<file path="config.mk">
export PLATFORM = sky130hd
export DESIGN_NAME = iicc_ctrl
export DESIGN_NICKNAME = d
export VERILOG_FILES = /design/src/hdl/iicc_pkg.sv /design/src/hdl/iicc_ctrl.sv
export SDC_FILE = /design/constraint.sdc
export NUM_CORES = 1
export LEC_CHECK = 0
export ABC_AREA = 0
export BUFFER_PORTS_ARGS = -buffer_cell sky130_fd_sc_hd__buf_2
export CAP_MARGIN = 40
export CORE_ASPECT_RATIO = 1.5
export CORE_MARGIN = 5
export CORE_UTILIZATION = 39
export CTS_CLUSTER_DIAMETER = 200
export DETAILED_ROUTE_END_ITERATION = 8
export PLACE_DENSITY = 0.81
export REMOVE_ABC_BUFFERS = 1
export SKIP_CTS_REPAIR_TIMING = 1
export SKIP_LAST_GASP = 1
export SLEW_MARGIN = 20
export SYNTH_ARGS = -nofsm -noshare
export SYNTH_HDL_FRONTEND = slang
export SYNTH_SLANG_ARGS = --single-unit
</file>
<file path="constraint.sdc">
create_clock -name sys_clk_i -period 2.4 [get_ports sys_clk_i]
set_clock_uncertainty 0.15 [all_clocks]
set_input_delay 0.72 -clock sys_clk_i [delete_from_list [all_inputs] [get_ports sys_clk_i]]
set_output_delay 0.72 -clock sys_clk_i [all_outputs]
set_load 0.03 [all_outputs]
</file>
<file path="src/hdl/iicc_pkg.sv">
/*
 * Constants, types and state layout for the two-wire controller
 * flag-clear and control register block.
 * Assumes an APB master with 32-bit data and byte addresses.
 */
// Overview of operation
// Reading the rx-done clear register clears raw status bit 7.
// Activity clear read only clears when controller is idle; stays set while active.
// Disabled and bus quiet: hardware clears the activity flag itself.
// Activity clear read returns the activity flag, raw status bit 8.
// Reading the stop-seen clear register clears raw status bit 9.
// Reading the start-seen clear register clears raw status bit 10.
// Reading the general-call clear register clears raw status bit 11.
// Control bit 0 enables; while disabled both queues are held erased.
// Disabling flushes both the transmit and receive queues.
// After disable, activity state stays asserted until engine reaches idle.
// Disable during transmit: finish current transfer, then discard transmit contents.
// Disable during receive: stop at end of byte, do not acknowledge it.
// Control bit 1 requests master abort; ignored unless enable already set.
// Software cannot clear abort bit; it reads 1 until abort completes.
// Abort: finish transfer, issue STOP, flush transmit queue, raise abort event.
// Control bit 2 blocks transmission; when 0 queued data goes automatically.
// Block set with empty queue and idle master halts command execution.
// State register bit 0 shows activity: 1 active, 0 idle.
// While disabled, transmit-not-full and transmit-empty state bits read 0.
// Clear registers return flag in bit 0, zeros above; clear on completed read.
// A flag event coinciding with its clear read wins; flag stays set.
package iicc_pkg;

	// ************************************************************
	// Register map
	// ************************************************************
	localparam logic [7:0] OFF_CLR_RX_DONE = 8'h58;
	localparam logic [7:0] OFF_CLR_ACTIVITY = 8'h5C;
	localparam logic [7:0] OFF_CLR_STOP = 8'h60;
	localparam logic [7:0] OFF_CLR_START = 8'h64;
	localparam logic [7:0] OFF_CLR_GEN_CALL = 8'h68;
	localparam logic [7:0] OFF_CONTROL = 8'h6C;
	localparam logic [7:0] OFF_STATE = 8'h70;

	// ************************************************************
	// Field positions and reset values
	// ************************************************************
	localparam int CTL_ENABLE_BIT = 0;
	localparam int CTL_ABORT_BIT = 1;
	localparam int CTL_TX_BLOCK_BIT = 2;
	localparam int ST_ACTIVE_BIT = 0;
	localparam int ST_TX_NOT_FULL_BIT = 1;
	localparam int ST_TX_EMPTY_BIT = 2;
	localparam int ST_MASTER_BIT = 5;
	localparam int ST_SLAVE_BIT = 6;
	// Flag vector index: raw status bit = RAW_BASE_BIT + index
	localparam int RAW_BASE_BIT = 7;
	localparam int FLAG_COUNT = 5;
	localparam int FLAG_RX_DONE = 0;
	localparam int FLAG_ACTIVITY = 1;
	localparam int FLAG_STOP = 2;
	localparam int FLAG_START = 3;
	localparam int FLAG_GEN_CALL = 4;
	localparam logic [FLAG_COUNT-1:0] FLAGS_RESET = 5'h00;
	localparam logic [31:0] DATA_RESET = 32'h00000000;

	// ************************************************************
	// State machines and state record
	// ************************************************************
	typedef enum logic [1:0] {
		EN_OFF = 2'b00,
		EN_ON = 2'b01,
		EN_DRAIN = 2'b10
	} iicc_en_type;

	typedef enum logic [1:0] {
		AB_IDLE = 2'b00,
		AB_FINISH = 2'b01,
		AB_STOP = 2'b10,
		AB_FLUSH = 2'b11
	} iicc_ab_type;

	typedef struct packed {
		iicc_en_type en_state;
		iicc_ab_type ab_state;
		logic ctl_enable;
		logic tx_block;
		logic [FLAG_COUNT-1:0] flags;
		logic staged;
		logic [31:0] rdata;
	} iicc_state_type;

endpackage

</file>
<file path="src/hdl/iicc_ctrl.sv">
/*
 * Flag-clear registers, control register and state register of a
 * two-wire serial bus controller, reached over APB.
 * Assumes the shift engine, queues and pins live outside; engine
 * events arrive as one-cycle pulses synchronous to sys_clk_i.
 */
`timescale 1ns/1ps
module iicc_ctrl (
	// Clock, reset, enable
	input logic sys_clk_i,
	input logic rst_i,
	input logic ce_i,
	// APB slave
	input logic psel_i,
	input logic penable_i,
	input logic pwrite_i,
	input logic [7:0] paddr_i,
	input logic [31:0] pwdata_i,
	output logic [31:0] prdata_o,
	output logic pready_o,
	output logic pslverr_o,
	// Engine events and status
	input logic rx_done_evt_i,
	input logic activity_i,
	input logic stop_seen_evt_i,
	input logic start_seen_evt_i,
	input logic general_call_evt_i,
	input logic master_active_i,
	input logic slave_active_i,
	input logic byte_done_i,
	input logic stop_done_i,
	input logic txq_not_full_i,
	input logic txq_empty_i,
	// Engine controls
	output logic [iicc_pkg::FLAG_COUNT-1:0] raw_flags_o,
	output logic engine_enable_o,
	output logic finish_byte_o,
	output logic rx_nack_o,
	output logic stop_issue_o,
	output logic txq_flush_o,
	output logic rxq_flush_o,
	output logic tx_block_o,
	output logic tx_abort_evt_o,
	output logic abort_busy_o
);
	import iicc_pkg::*;

	iicc_state_type cur;
	iicc_state_type next;
	logic acc_done;
	logic rd_done;
	logic wr_done;
	logic bus_busy;
	logic addr_hit;
	logic [FLAG_COUNT-1:0] flag_evt;
	logic [31:0] state_word;

	// ************************************************************
	// Decode helpers
	// ************************************************************
	// Offset of the clear register for flag index i
	function automatic logic [7:0] clear_offset(input int i);
		logic [7:0] off;
		off = OFF_CLR_RX_DONE + 8'(4 * i);
		return off;
	endfunction

	// Address decodes to one of the mapped words
	function automatic logic is_mapped(input logic [7:0] a);
		logic hit;
		hit = (a >= OFF_CLR_RX_DONE) && (a <= OFF_STATE) && (a[1:0] == 2'h0);
		return hit;
	endfunction

	// ************************************************************
	// Bus handshake and status views
	// ************************************************************
	// Read data is staged in the setup cycle, so access completes with no wait
	assign pready_o = ce_i & cur.staged;
	assign acc_done = psel_i & penable_i & pready_o;
	assign rd_done = acc_done & ~pwrite_i;
	assign wr_done = acc_done & pwrite_i;
	assign addr_hit = is_mapped(paddr_i);
	assign pslverr_o = acc_done & ~addr_hit;
	assign bus_busy = activity_i | master_active_i | slave_active_i;
	assign flag_evt = {general_call_evt_i, start_seen_evt_i, stop_seen_evt_i, activity_i, rx_done_evt_i};

	// State register view; drain keeps activity asserted
	always_comb begin
		state_word = DATA_RESET;
		state_word[ST_ACTIVE_BIT] = bus_busy | (cur.en_state == EN_DRAIN);
		state_word[ST_TX_NOT_FULL_BIT] = cur.ctl_enable & txq_not_full_i;
		state_word[ST_TX_EMPTY_BIT] = cur.ctl_enable & txq_empty_i;
		state_word[ST_MASTER_BIT] = master_active_i;
		state_word[ST_SLAVE_BIT] = slave_active_i;
	end

	// ************************************************************
	// Next-state logic
	// ************************************************************
	always_comb begin
		next = cur;
		if (ce_i) begin
			// Stage read data in setup; captured before any clear lands
			if (acc_done) begin
				next.staged = 1'b0;
			end else if (psel_i && !cur.staged) begin
				next.staged = 1'b1;
				next.rdata = DATA_RESET;
				for (int i = 0; i < FLAG_COUNT; i++) begin
					if (paddr_i == clear_offset(i)) begin
						next.rdata[0] = cur.flags[i];
					end
				end
				if (paddr_i == OFF_CONTROL) begin
					next.rdata[CTL_ENABLE_BIT] = cur.ctl_enable;
					next.rdata[CTL_ABORT_BIT] = (cur.ab_state != AB_IDLE);
					next.rdata[CTL_TX_BLOCK_BIT] = cur.tx_block;
				end
				if (paddr_i == OFF_STATE) begin
					next.rdata = state_word;
				end
			end

			// Sticky flags; a new event beats a clear in the same cycle
			for (int i = 0; i < FLAG_COUNT; i++) begin
				if (flag_evt[i]) begin
					next.flags[i] = 1'b1;
				end else if (rd_done && paddr_i == clear_offset(i)) begin
					next.flags[i] = 1'b0;
				end
			end
			// Quiet, disabled controller drops its activity flag
			if (cur.en_state == EN_OFF && !bus_busy) begin
				next.flags[FLAG_ACTIVITY] = 1'b0;
			end

			// Control register write
			if (wr_done && paddr_i == OFF_CONTROL) begin
				next.ctl_enable = pwdata_i[CTL_ENABLE_BIT];
				next.tx_block = pwdata_i[CTL_TX_BLOCK_BIT];
				// Abort only accepted on an already enabled controller
				if (pwdata_i[CTL_ABORT_BIT] && cur.ctl_enable && cur.ab_state == AB_IDLE) begin
					next.ab_state = AB_FINISH;
				end
			end

			// Enable state machine
			case (cur.en_state)
				EN_OFF: begin
					if (next.ctl_enable) begin
						next.en_state = EN_ON;
					end
				end
				EN_ON: begin
					// Busy engine is drained first, so the byte in flight ends cleanly
					if (!next.ctl_enable) begin
						next.en_state = bus_busy ? EN_DRAIN : EN_OFF;
					end
				end
				EN_DRAIN: begin
					if (!master_active_i && !slave_active_i) begin
						next.en_state = EN_OFF;
					end
				end
				default: begin
					next.en_state = EN_OFF;
				end
			endcase

			// Abort state machine; software has no path back to idle
			case (cur.ab_state)
				AB_IDLE: begin
				end
				AB_FINISH: begin
					if (byte_done_i || !master_active_i) begin
						next.ab_state = AB_STOP;
					end
				end
				AB_STOP: begin
					if (stop_done_i) begin
						next.ab_state = AB_FLUSH;
					end
				end
				AB_FLUSH: begin
					next.ab_state = AB_IDLE;
				end
				default: begin
					next.ab_state = AB_IDLE;
				end
			endcase
		end
	end

	// ************************************************************
	// State register
	// ************************************************************
	// Single flop bank for the whole record; async reset to constants
	always_ff @(posedge sys_clk_i or posedge rst_i) begin
		if (rst_i) begin
			cur.en_state <= EN_OFF;
			cur.ab_state <= AB_IDLE;
			cur.ctl_enable <= 1'b0;
			cur.tx_block <= 1'b0;
			cur.flags <= FLAGS_RESET;
			cur.staged <= 1'b0;
			cur.rdata <= DATA_RESET;
		end else begin
			cur <= next;
		end
	end

	// ************************************************************
	// Outputs to the engine
	// ************************************************************
	assign prdata_o = cur.rdata;
	assign raw_flags_o = cur.flags;
	assign engine_enable_o = (cur.en_state == EN_ON);
	// Drain: engine completes current byte, then stops; receiver withholds ack
	assign finish_byte_o = (cur.en_state == EN_DRAIN);
	assign rx_nack_o = (cur.en_state == EN_DRAIN) & slave_active_i;
	assign stop_issue_o = (cur.ab_state == AB_STOP);
	// Queues held erased while off; abort flushes transmit only
	assign txq_flush_o = (cur.en_state == EN_OFF) | (cur.ab_state == AB_FLUSH);
	assign rxq_flush_o = (cur.en_state == EN_OFF);
	// Block holds queued commands; with empty queue the idle master stays idle
	assign tx_block_o = cur.tx_block;
	assign tx_abort_evt_o = (cur.ab_state == AB_FLUSH) & ce_i;
	assign abort_busy_o = (cur.ab_state != AB_IDLE);
endmodule

</file>
==> results.tsv, run 1 <==
metric	value	unit
GRT Overall Usage	12.9	%
CP arrival	1.71	ns
failing checks	setup timing	
Congestion Overflow GR	0	
nets@finish	259	
warnings from Yosys	0	
initial antenna violation count	0	
Placer Congestion	0.863	
Slew Limit Fails	0	
Post-route DRC	0	
R2R Path Start	cur[32]$_DFFE_PP0P_	
CP max FO	3	
Post-DRT Antenna Nets	0	
Area Overhead vs Synth	17.7	%
first-pass GRT wire length	4.64	mm
hold path cells	2	
Setup WS post-layout	-0.177	ns
drt via density	4.93	
post-DP HPWL	2.56	mm
cell count after synthesis	154	
Worst path max stage delay	0.55	ns
outcome	complete, but fails checks	
Reg2Reg Depth	5	
Setup crit start kind	primary input	
Root Buffer	clkbuf_8	
Die Y	80.7	um
CTS buffer count	3	
vias in the first global route	1066	
min Tclk post-route	2.58	ns
RR Endpoint	cur[42]$_DFFE_PP0P_	
Lkg Pwr	0.824	nW
Avg Cell Area, Syn	8.43	um2
clock-pin slew on the worst setup and hold paths	0.06	ns
total power	676	uW
hold_sp	prdata_o[6]$_DFFE_PP0P_	
hold endpoint	prdata_o[6]$_DFFE_PP0P_	
Num Clock Sinks	17	
total I/O pin count	105	
Core Area	3190	um2
worst skew pair latency	0.25	ns
antenna cells	0	
WL final	3.10	mm
Fmax	388	MHz
crit-path cells	buf_6 -> or4b_4 -> a21oi_2 -> nor2_1 -> buf_4	
Least-Margin Pin Slew	0.655	ns
First DRT Iteration DRCs	32	
maximum number of pins on one net before global-route repair	18	
endpoint type of the worst setup path	output port	
post-synthesis sequential area ratio	32.8	%
Placed Cells incl. Taps	237	
vias post-DR	1187	
worst min-delay path category	flip-flop to flip-flop	
clk buf depth	2	
Hold Slack	0.318	ns
port buffer count	48	
cell family with most CP delay	simple AND/OR/NAND/NOR gates	
pwr dens	442	nW/um2
Slew Limit Headroom	56.3	%
starting density of the core	40.7	%
CP Buf/Inv Count	2	
R2R Setup Slk	0.45	ns
layout cells sized above 1	34.3	%
Fin Setup TNS	-0.260	ns
RSZ-0062 raised after global routing	true	
Die Area	4610	um2
non-filler instance count after layout	241	
final hold violation count	0	
most frequent cells in the layout	buf_2 (45), conb_1 (27), dfrtp_1 (17)	
Setup CP Type	primary input to output port	
WP data required	1.53	ns
VDD IR max	0.210	mV
CTS tree	yes	
fin crit share	107	%
# Max-Cap Violations	0	
Pre-antenna DRT Iters	4	
synthesis-stage register bit count	17	
Die X	57.1	um
final setup vio count	2	
row count	25	
Yosys cell types	34	
wire per inst	12.9	um
critical path's slowest cell	or4b_4	
CTS H-tree depth	1	
leading cell type in the layout, fill and taps excluded	buf_2	
synthesized cell area	1300	um2
## per-stage QoR
step	cell area, um2	utilization (%)	setup slack, ns
finish	1530	47.9	-0.177
global route	1530	47.9	-0.205
CTS	1500	47.0	-0.249
detailed placement	1450	45.6	-0.356
global placement	1450	45.6	-0.337
floorplan	1080	-	-0.250
## synthesized netlist by cell type
library cell | number | share of area (%)
buf_4 | 37 | 21
dfrtp_1 | 17 | 33
nand2_1 | 14 | 4.0
nor2_1 | 10 | 2.9
o21ai_0 | 9 | 3.5
a22o_1 | 6 | 4.0
inv_1 | 6 | 1.7
nand3_1 | 6 | 2.3
nand2b_1 | 5 | 2.4
a21oi_1 | 4 | 1.5
nor3_1 | 4 | 1.5
a32oi_1 | 3 | 2.0
mux2i_1 | 3 | 2.3
nand3b_1 | 3 | 1.7
nor2b_1 | 3 | 1.4
a21o_1 | 2 | 1.2
and2_1 | 2 | 0.96
clkbuf_1 | 2 | 0.58
nand4_1 | 2 | 0.96
nor4_1 | 2 | 0.96
a211oi_1 | 1 | 0.58
a21boi_0 | 1 | 0.58
and3_1 | 1 | 0.48
buf_6 | 1 | 0.87
clkbuf_2 | 1 | 0.38
clkbuf_8 | 1 | 1.1
conb_1 | 1 | 0.29
mux2_2 | 1 | 0.87
mux2_4 | 1 | 1.2
nand4b_1 | 1 | 0.67
o32ai_1 | 1 | 0.67
or3_1 | 1 | 0.48
or4_4 | 1 | 0.87
or4b_1 | 1 | 0.77
## routing by layer
metal	vias up	global-route usage, %	routed length, um
met3	7	3.86	376
li1	565	-	-
met2	64	23.1	1620
met1	551	13.2	1040
met5	-	0	0
met4	0	6.73	66
## worst register-to-register path, stage by stage (launching register included)
cell     delay [ns]
dfrtp_1        0.39
nand4_1        0.21
or4_4          0.55
mux2i_2        0.22
nor2_1         0.07
mux2_4         0.25
## cell families after synthesis
logic type / count (synthesis) / share of synthesized area [%]
flip-flops: 17 / 32.8
multiplexers: 5 / 4.33
other: 1 / 0.289
AO/OA/AOI/OAI: 27 / 14.1
buffers and inverters: 48 / 26.0
AND/OR/NAND/NOR: 56 / 22.5
## how the worst max path moves through the flow
stage               start             endpoint  slack [ns]  cells after the start
4_1_cts        paddr_i[0]            pslverr_o       -0.25                      5
2_1_floorplan  paddr_i[0]  cur[42]$_DFFE_PP0P_       -0.25                      5
5_1_grt        paddr_i[1]            pslverr_o       -0.21                      5
3_5_place_dp   paddr_i[0]  cur[42]$_DFFE_PP0P_       -0.36                      6
6_report       paddr_i[1]            pslverr_o       -0.18                      5
3_3_place_gp   paddr_i[0]  cur[42]$_DFFE_PP0P_       -0.34                      6
## registers in the layout, summed over array words and instances (netlist names)
register     count
prdata_o         5
tx_block_o       1
raw_flags_o      5
cur              6
## area by class of cell
cell class                 count  area, um2
tap                           40       50.0
multi-input combinational    115        648
clock buffer                   4       45.0
sequential                    17        425
fill                         331       1660
inverter                       6       22.5
timing repair buffer          59        338
## power breakdown
part | internal, mW | switching [mW]
clock | 0.118 | 0.0935
sequential | 0.292 | 0.00522
combinational | 0.0469 | 0.120
Note: power is estimated with default switching activity, not from simulation.
==> run 2: changes to the inputs <==
--- a/config.mk
+++ b/config.mk
@@ -10,10 +10,10 @@
 export CAP_MARGIN = 40
 export CORE_ASPECT_RATIO = 1.5
 export CORE_MARGIN = 5
-export CORE_UTILIZATION = 39
+export CORE_UTILIZATION = 35
 export CTS_CLUSTER_DIAMETER = 200
 export DETAILED_ROUTE_END_ITERATION = 8
-export PLACE_DENSITY = 0.81
+export PLACE_DENSITY = 0.74
 export REMOVE_ABC_BUFFERS = 1
 export SKIP_CTS_REPAIR_TIMING = 1
 export SKIP_LAST_GASP = 1
==> results.tsv, run 2 (same netlist as run 1, synthesis figures left out) <==
metric	value	unit
outcome	complete, but fails checks	
failing checks	setup timing	
clock-pin slew on the worst setup and hold paths	0.06	ns
Slew Limit Headroom	54.1	%
leading cell type in the layout, fill and taps excluded	buf_2	
initial antenna violation count	0	
maximum number of pins on one net before global-route repair	19	
non-filler instance count after layout	245	
first-pass GRT wire length	5.06	mm
Root Buffer	clkbuf_8	
Post-route DRC	0	
worst skew pair latency	0.26	ns
VDD IR max	0.228	mV
CTS tree	yes	
pwr dens	444	nW/um2
Storage cell area	425	um2
antenna cells	0	
Internal	457	uW
Lkg Pwr	0.823	nW
cell family with most CP delay	simple AND/OR/NAND/NOR gates	
vias post-DR	1163	
number of flip-flops under the largest register name	6	
crit-path cells	buf_6 -> or4b_4 -> a21oi_2 -> nor2_1 -> buf_4	
Die Area	5050	um2
Pre-antenna DRT Iters	4	
WL final	3.26	mm
Area Overhead vs Synth	18.3	%
Post-DRT Antenna Nets	0	
clock network power share	31.9	%
worst min-delay path category	flip-flop to flip-flop	
CTS buffer count	3	
switch share	33.2	%
Setup WS post-layout	-0.193	ns
Placer Congestion	0.750	
layout cells sized above 1	34.7	%
sequential power share	43.6	%
Setup CP Type	primary input to output port	
CP arrival	1.72	ns
DP Worst Slack	-0.393	ns
final hold violation count	0	
endpoint type of the worst setup path	output port	
starting density of the core	35.9	%
total I/O pin count	105	
GRT Overall Usage	12.9	%
vias in the first global route	1198	
Area after DPL	1470	um2
Slew Limit Fails	0	
most frequent cells in the layout	buf_2 (45), conb_1 (27), dfrtp_1 (17)	
port buffer count	48	
Worst path max stage delay	0.57	ns
First DRT Iteration DRCs	25	
fin crit share	108	%
post-DP HPWL	2.66	mm
Congestion Overflow GR	0	
total power	683	uW
nets@finish	260	
drt via density	4.75	
final setup vio count	3	
Core Area	3610	um2
wire per inst	13.3	um
WP data required	1.53	ns
Placed Cells incl. Taps	241	
Least-Margin Pin Slew	0.687	ns
RSZ-0062 raised after global routing	true	
Largest Register	cur	
cell area after layout	1540	um2
# Max-Cap Violations	0	
area of the multi-input gates	644	um2
min Tclk post-route	2.59	ns
CP Buf/Inv Count	2	
CP max FO	4	
Die X	59.7	um
Num Clock Sinks	17	
Fmax	386	MHz
row count	27	
Comb pwr share	24.5	%
clk buf depth	2	
fillers	391	
CTS H-tree depth	1	
Setup crit start kind	primary input	
Die Y	84.6	um
critical path's slowest cell	or4b_4	
Net Sw Power	226	uW
-- run 2: tightest hold or removal path, stage by stage, from the launching register on --
cell and delay, ns:
dfrtp_1 0.34, nand2_1 0.05, nand2_1 0.05
-- run 2: metrics by stage --
stage          utilization [%]  hold WS [ns]  setup TNS (ns)
3_3_place_gp              40.5         0.299           -2.43
6_report                  42.5         0.313          -0.334
3_5_place_dp              40.5         0.303           -2.51
4_1_cts                   41.8         0.318          -0.555
2_1_floorplan                -         0.370          -0.513
5_1_grt                   42.5         0.341          -0.423
-- run 2: layer usage --
metal  vias up  GRT usage (%)  part of all wire (%)
li1        563              -                     -
met1       538           13.5                    37
met2        57           24.1                    51
met3         5           2.15                    10
met4         0           5.44                   1.7
met5         -              0                     0
-- run 2: cell type report --
cell class / instances / share of cell area [%]
repair buffers: 60 / 22.5
multi-input cells: 115 / 41.9
clock buffers: 4 / 2.93
flip-flops and latches: 17 / 27.7
well taps: 43 / 3.50
inverters: 6 / 1.47
-- run 2: power groups by stage --
stage	sequential [mW]	clock (mW)	combinational, mW
after floorplan	0.307	0	0.0990
after global placement	0.303	0	0.160
after detailed placement	0.303	0	0.163
after CTS	0.298	0.223	0.163
after global routing	0.299	0.233	0.181
final	0.298	0.218	0.167
-- run 2: path summary, 6_finish.rpt --
path / startpoint / end / slack [ns] / depth (start not counted)
min reg2reg: prdata_o[6]$_DFFE_PP0P_ / prdata_o[6]$_DFFE_PP0P_ / 0.31 / 2
max reg2reg: cur[32]$_DFFE_PP0P_ / cur[42]$_DFFE_PP0P_ / 0.45 / 5
min in group asynchronous: rst_i / cur[32]$_DFFE_PP0P_ / 0.41 / 2
max in group asynchronous: rst_i / cur[41]$_DFFE_PP0P_ / 1.25 / 2
max: paddr_i[1] / pslverr_o / -0.19 / 5
min: prdata_o[6]$_DFFE_PP0P_ / prdata_o[6]$_DFFE_PP0P_ / 0.31 / 2
==> run 3: changes to the inputs <==
--- a/config.mk
+++ b/config.mk
@@ -11,6 +11,7 @@
 export CORE_ASPECT_RATIO = 1.5
 export CORE_MARGIN = 5
 export CORE_UTILIZATION = 35
+export CTS_BUF_LIST = sky130_fd_sc_hd__clkbuf_8
 export CTS_CLUSTER_DIAMETER = 200
 export DETAILED_ROUTE_END_ITERATION = 8
 export PLACE_DENSITY = 0.74
==> constraint.sdc (replaced) <==
create_clock -name sys_clk_i -period 2.5 [get_ports sys_clk_i]
set_clock_uncertainty 0.15 [all_clocks]
set_input_delay 0.75 -clock sys_clk_i [delete_from_list [all_inputs] [get_ports sys_clk_i]]
set_output_delay 0.75 -clock sys_clk_i [all_outputs]
set_load 0.03 [all_outputs]
==> results.tsv, run 3 (same netlist as run 1, synthesis figures left out) <==
metric	value	unit
outcome	complete, but fails checks	
failing checks	setup timing	
area of the multi-input gates	648	um2
GRT Overall Usage	13.1	%
clock-pin slew on the worst setup and hold paths	0.07	ns
Fmax	376	MHz
vias post-DR	1155	
Slew Limit Headroom	54.6	%
final setup vio count	2	
layout cells sized above 1	34.0	%
First DRT Iteration DRCs	36	
CP arrival	1.76	ns
CP max FO	4	
Setup WS post-layout	-0.161	ns
Pre-antenna DRT Iters	4	
Area after DPL	1450	um2
total power	649	uW
wire per inst	13.4	um
VDD IR max	0.199	mV
Num Clock Sinks	17	
Least-Margin Pin Slew	0.680	ns
hold_sp	prdata_o[6]$_DFFE_PP0P_	
Core Area	3610	um2
number of flip-flops under the largest register name	6	
vias in the first global route	1194	
# Max-Cap Violations	0	
most frequent cells in the layout	buf_2 (45), conb_1 (27), dfrtp_1 (17)	
CTS tree	yes	
final hold violation count	0	
Largest Register	cur	
starting density of the core	35.9	%
DP Worst Slack	-0.325	ns
Post-route DRC	0	
min Tclk post-route	2.66	ns
initial antenna violation count	0	
crit-path cells	buf_6 -> or4b_4 -> a21oi_2 -> nor2_1 -> buf_4	
Placer Congestion	0.765	
fin crit share	106	%
worst skew pair latency	0.25	ns
fillers	382	
Setup CP Type	primary input to output port	
clk buf depth	2	
Lkg Pwr	0.822	nW
nets@finish	258	
WP data required	1.60	ns
Congestion Overflow GR	0	
Setup crit start kind	primary input	
Post-DRT Antenna Nets	0	
hold endpoint	prdata_o[6]$_DFFE_PP0P_	
hold path cells	2	
Die X	59.7	um
Placed Cells incl. Taps	239	
non-filler instance count after layout	243	
Reg2Reg Depth	5	
CTS buffer count	3	
port buffer count	48	
Die Y	84.6	um
cell family with most CP delay	simple AND/OR/NAND/NOR gates	
RR Endpoint	cur[42]$_DFFE_PP0P_	
critical path's slowest cell	or4b_4	
CP Buf/Inv Count	2	
Area Overhead vs Synth	17.4	%
RSZ-0062 raised after global routing	true	
Storage cell area	425	um2
first-pass GRT wire length	5.27	mm
WL final	3.25	mm
Worst path max stage delay	0.56	ns
leading cell type in the layout, fill and taps excluded	buf_2	
Slew Limit Fails	0	
worst min-delay path category	flip-flop to flip-flop	
cell area after layout	1530	um2
maximum number of pins on one net before global-route repair	19	
Fin Setup TNS	-0.183	ns
drt via density	4.75	
R2R Path Start	cur[32]$_DFFE_PP0P_	
total I/O pin count	105	
endpoint type of the worst setup path	output port	
post-DP HPWL	2.58	mm
antenna cells	0	
CTS H-tree depth	1	
Root Buffer	clkbuf_8	
pwr dens	426	nW/um2
R2R Setup Slk	0.51	ns
Die Area	5050	um2
row count	27	
## run 3: changes by cell type in the layout (fill, tap and decap cells not counted), sizes merged
cell,previous run,this run
inv,6,7
buf,60,58
clkbuf,4,3
## run 3: power by group
group	switching [mW]	internal (mW)	total, mW
clock	0.0958	0.109	0.205
combinational	0.116	0.0437	0.159
sequential	0.00497	0.280	0.285
## run 3: worst max-delay path by stage
stage / from / endpoint / cells past startpoint
finish: paddr_i[1] / pslverr_o / 5
global route: paddr_i[1] / pslverr_o / 5
CTS: paddr_i[0] / pslverr_o / 5
detailed placement: paddr_i[0] / cur[42]$_DFFE_PP0P_ / 6
global placement: paddr_i[0] / cur[42]$_DFFE_PP0P_ / 6
floorplan: paddr_i[0] / cur[42]$_DFFE_PP0P_ / 5
## run 3: worst min-delay path: stages, from the launching register on
cell and delay, ns:
dfrtp_1 0.34, nand2_1 0.05, nand2_1 0.04
## run 3: layout make-up
class | instances | area share (%)
multi-input combinational | 115 | 42.5
sequential | 17 | 27.9
timing repair buffer | 58 | 21.7
tap | 43 | 3.53
clock buffer | 3 | 2.71
inverter | 6 | 1.48
clock inverter | 1 | 0.246
## run 3: routing by layer
| layer | share of wire [%] | track usage (%) | vias to the layer above |
|---|---|---|---|
| met3 | 11 | 3.08 | 2 |
| met4 | 0.77 | 3.63 | 0 |
| li1 | - | - | 557 |
| met1 | 37 | 15.0 | 545 |
| met5 | 0 | 0 | - |
| met2 | 52 | 23.4 | 51 |
## run 3: stage by stage
step	util, %	hold slack (ns)
global route	42.2	0.339
finish	42.2	0.315
CTS	41.4	0.318
detailed placement	40.1	0.303
floorplan	-	0.370
global placement	40.1	0.300
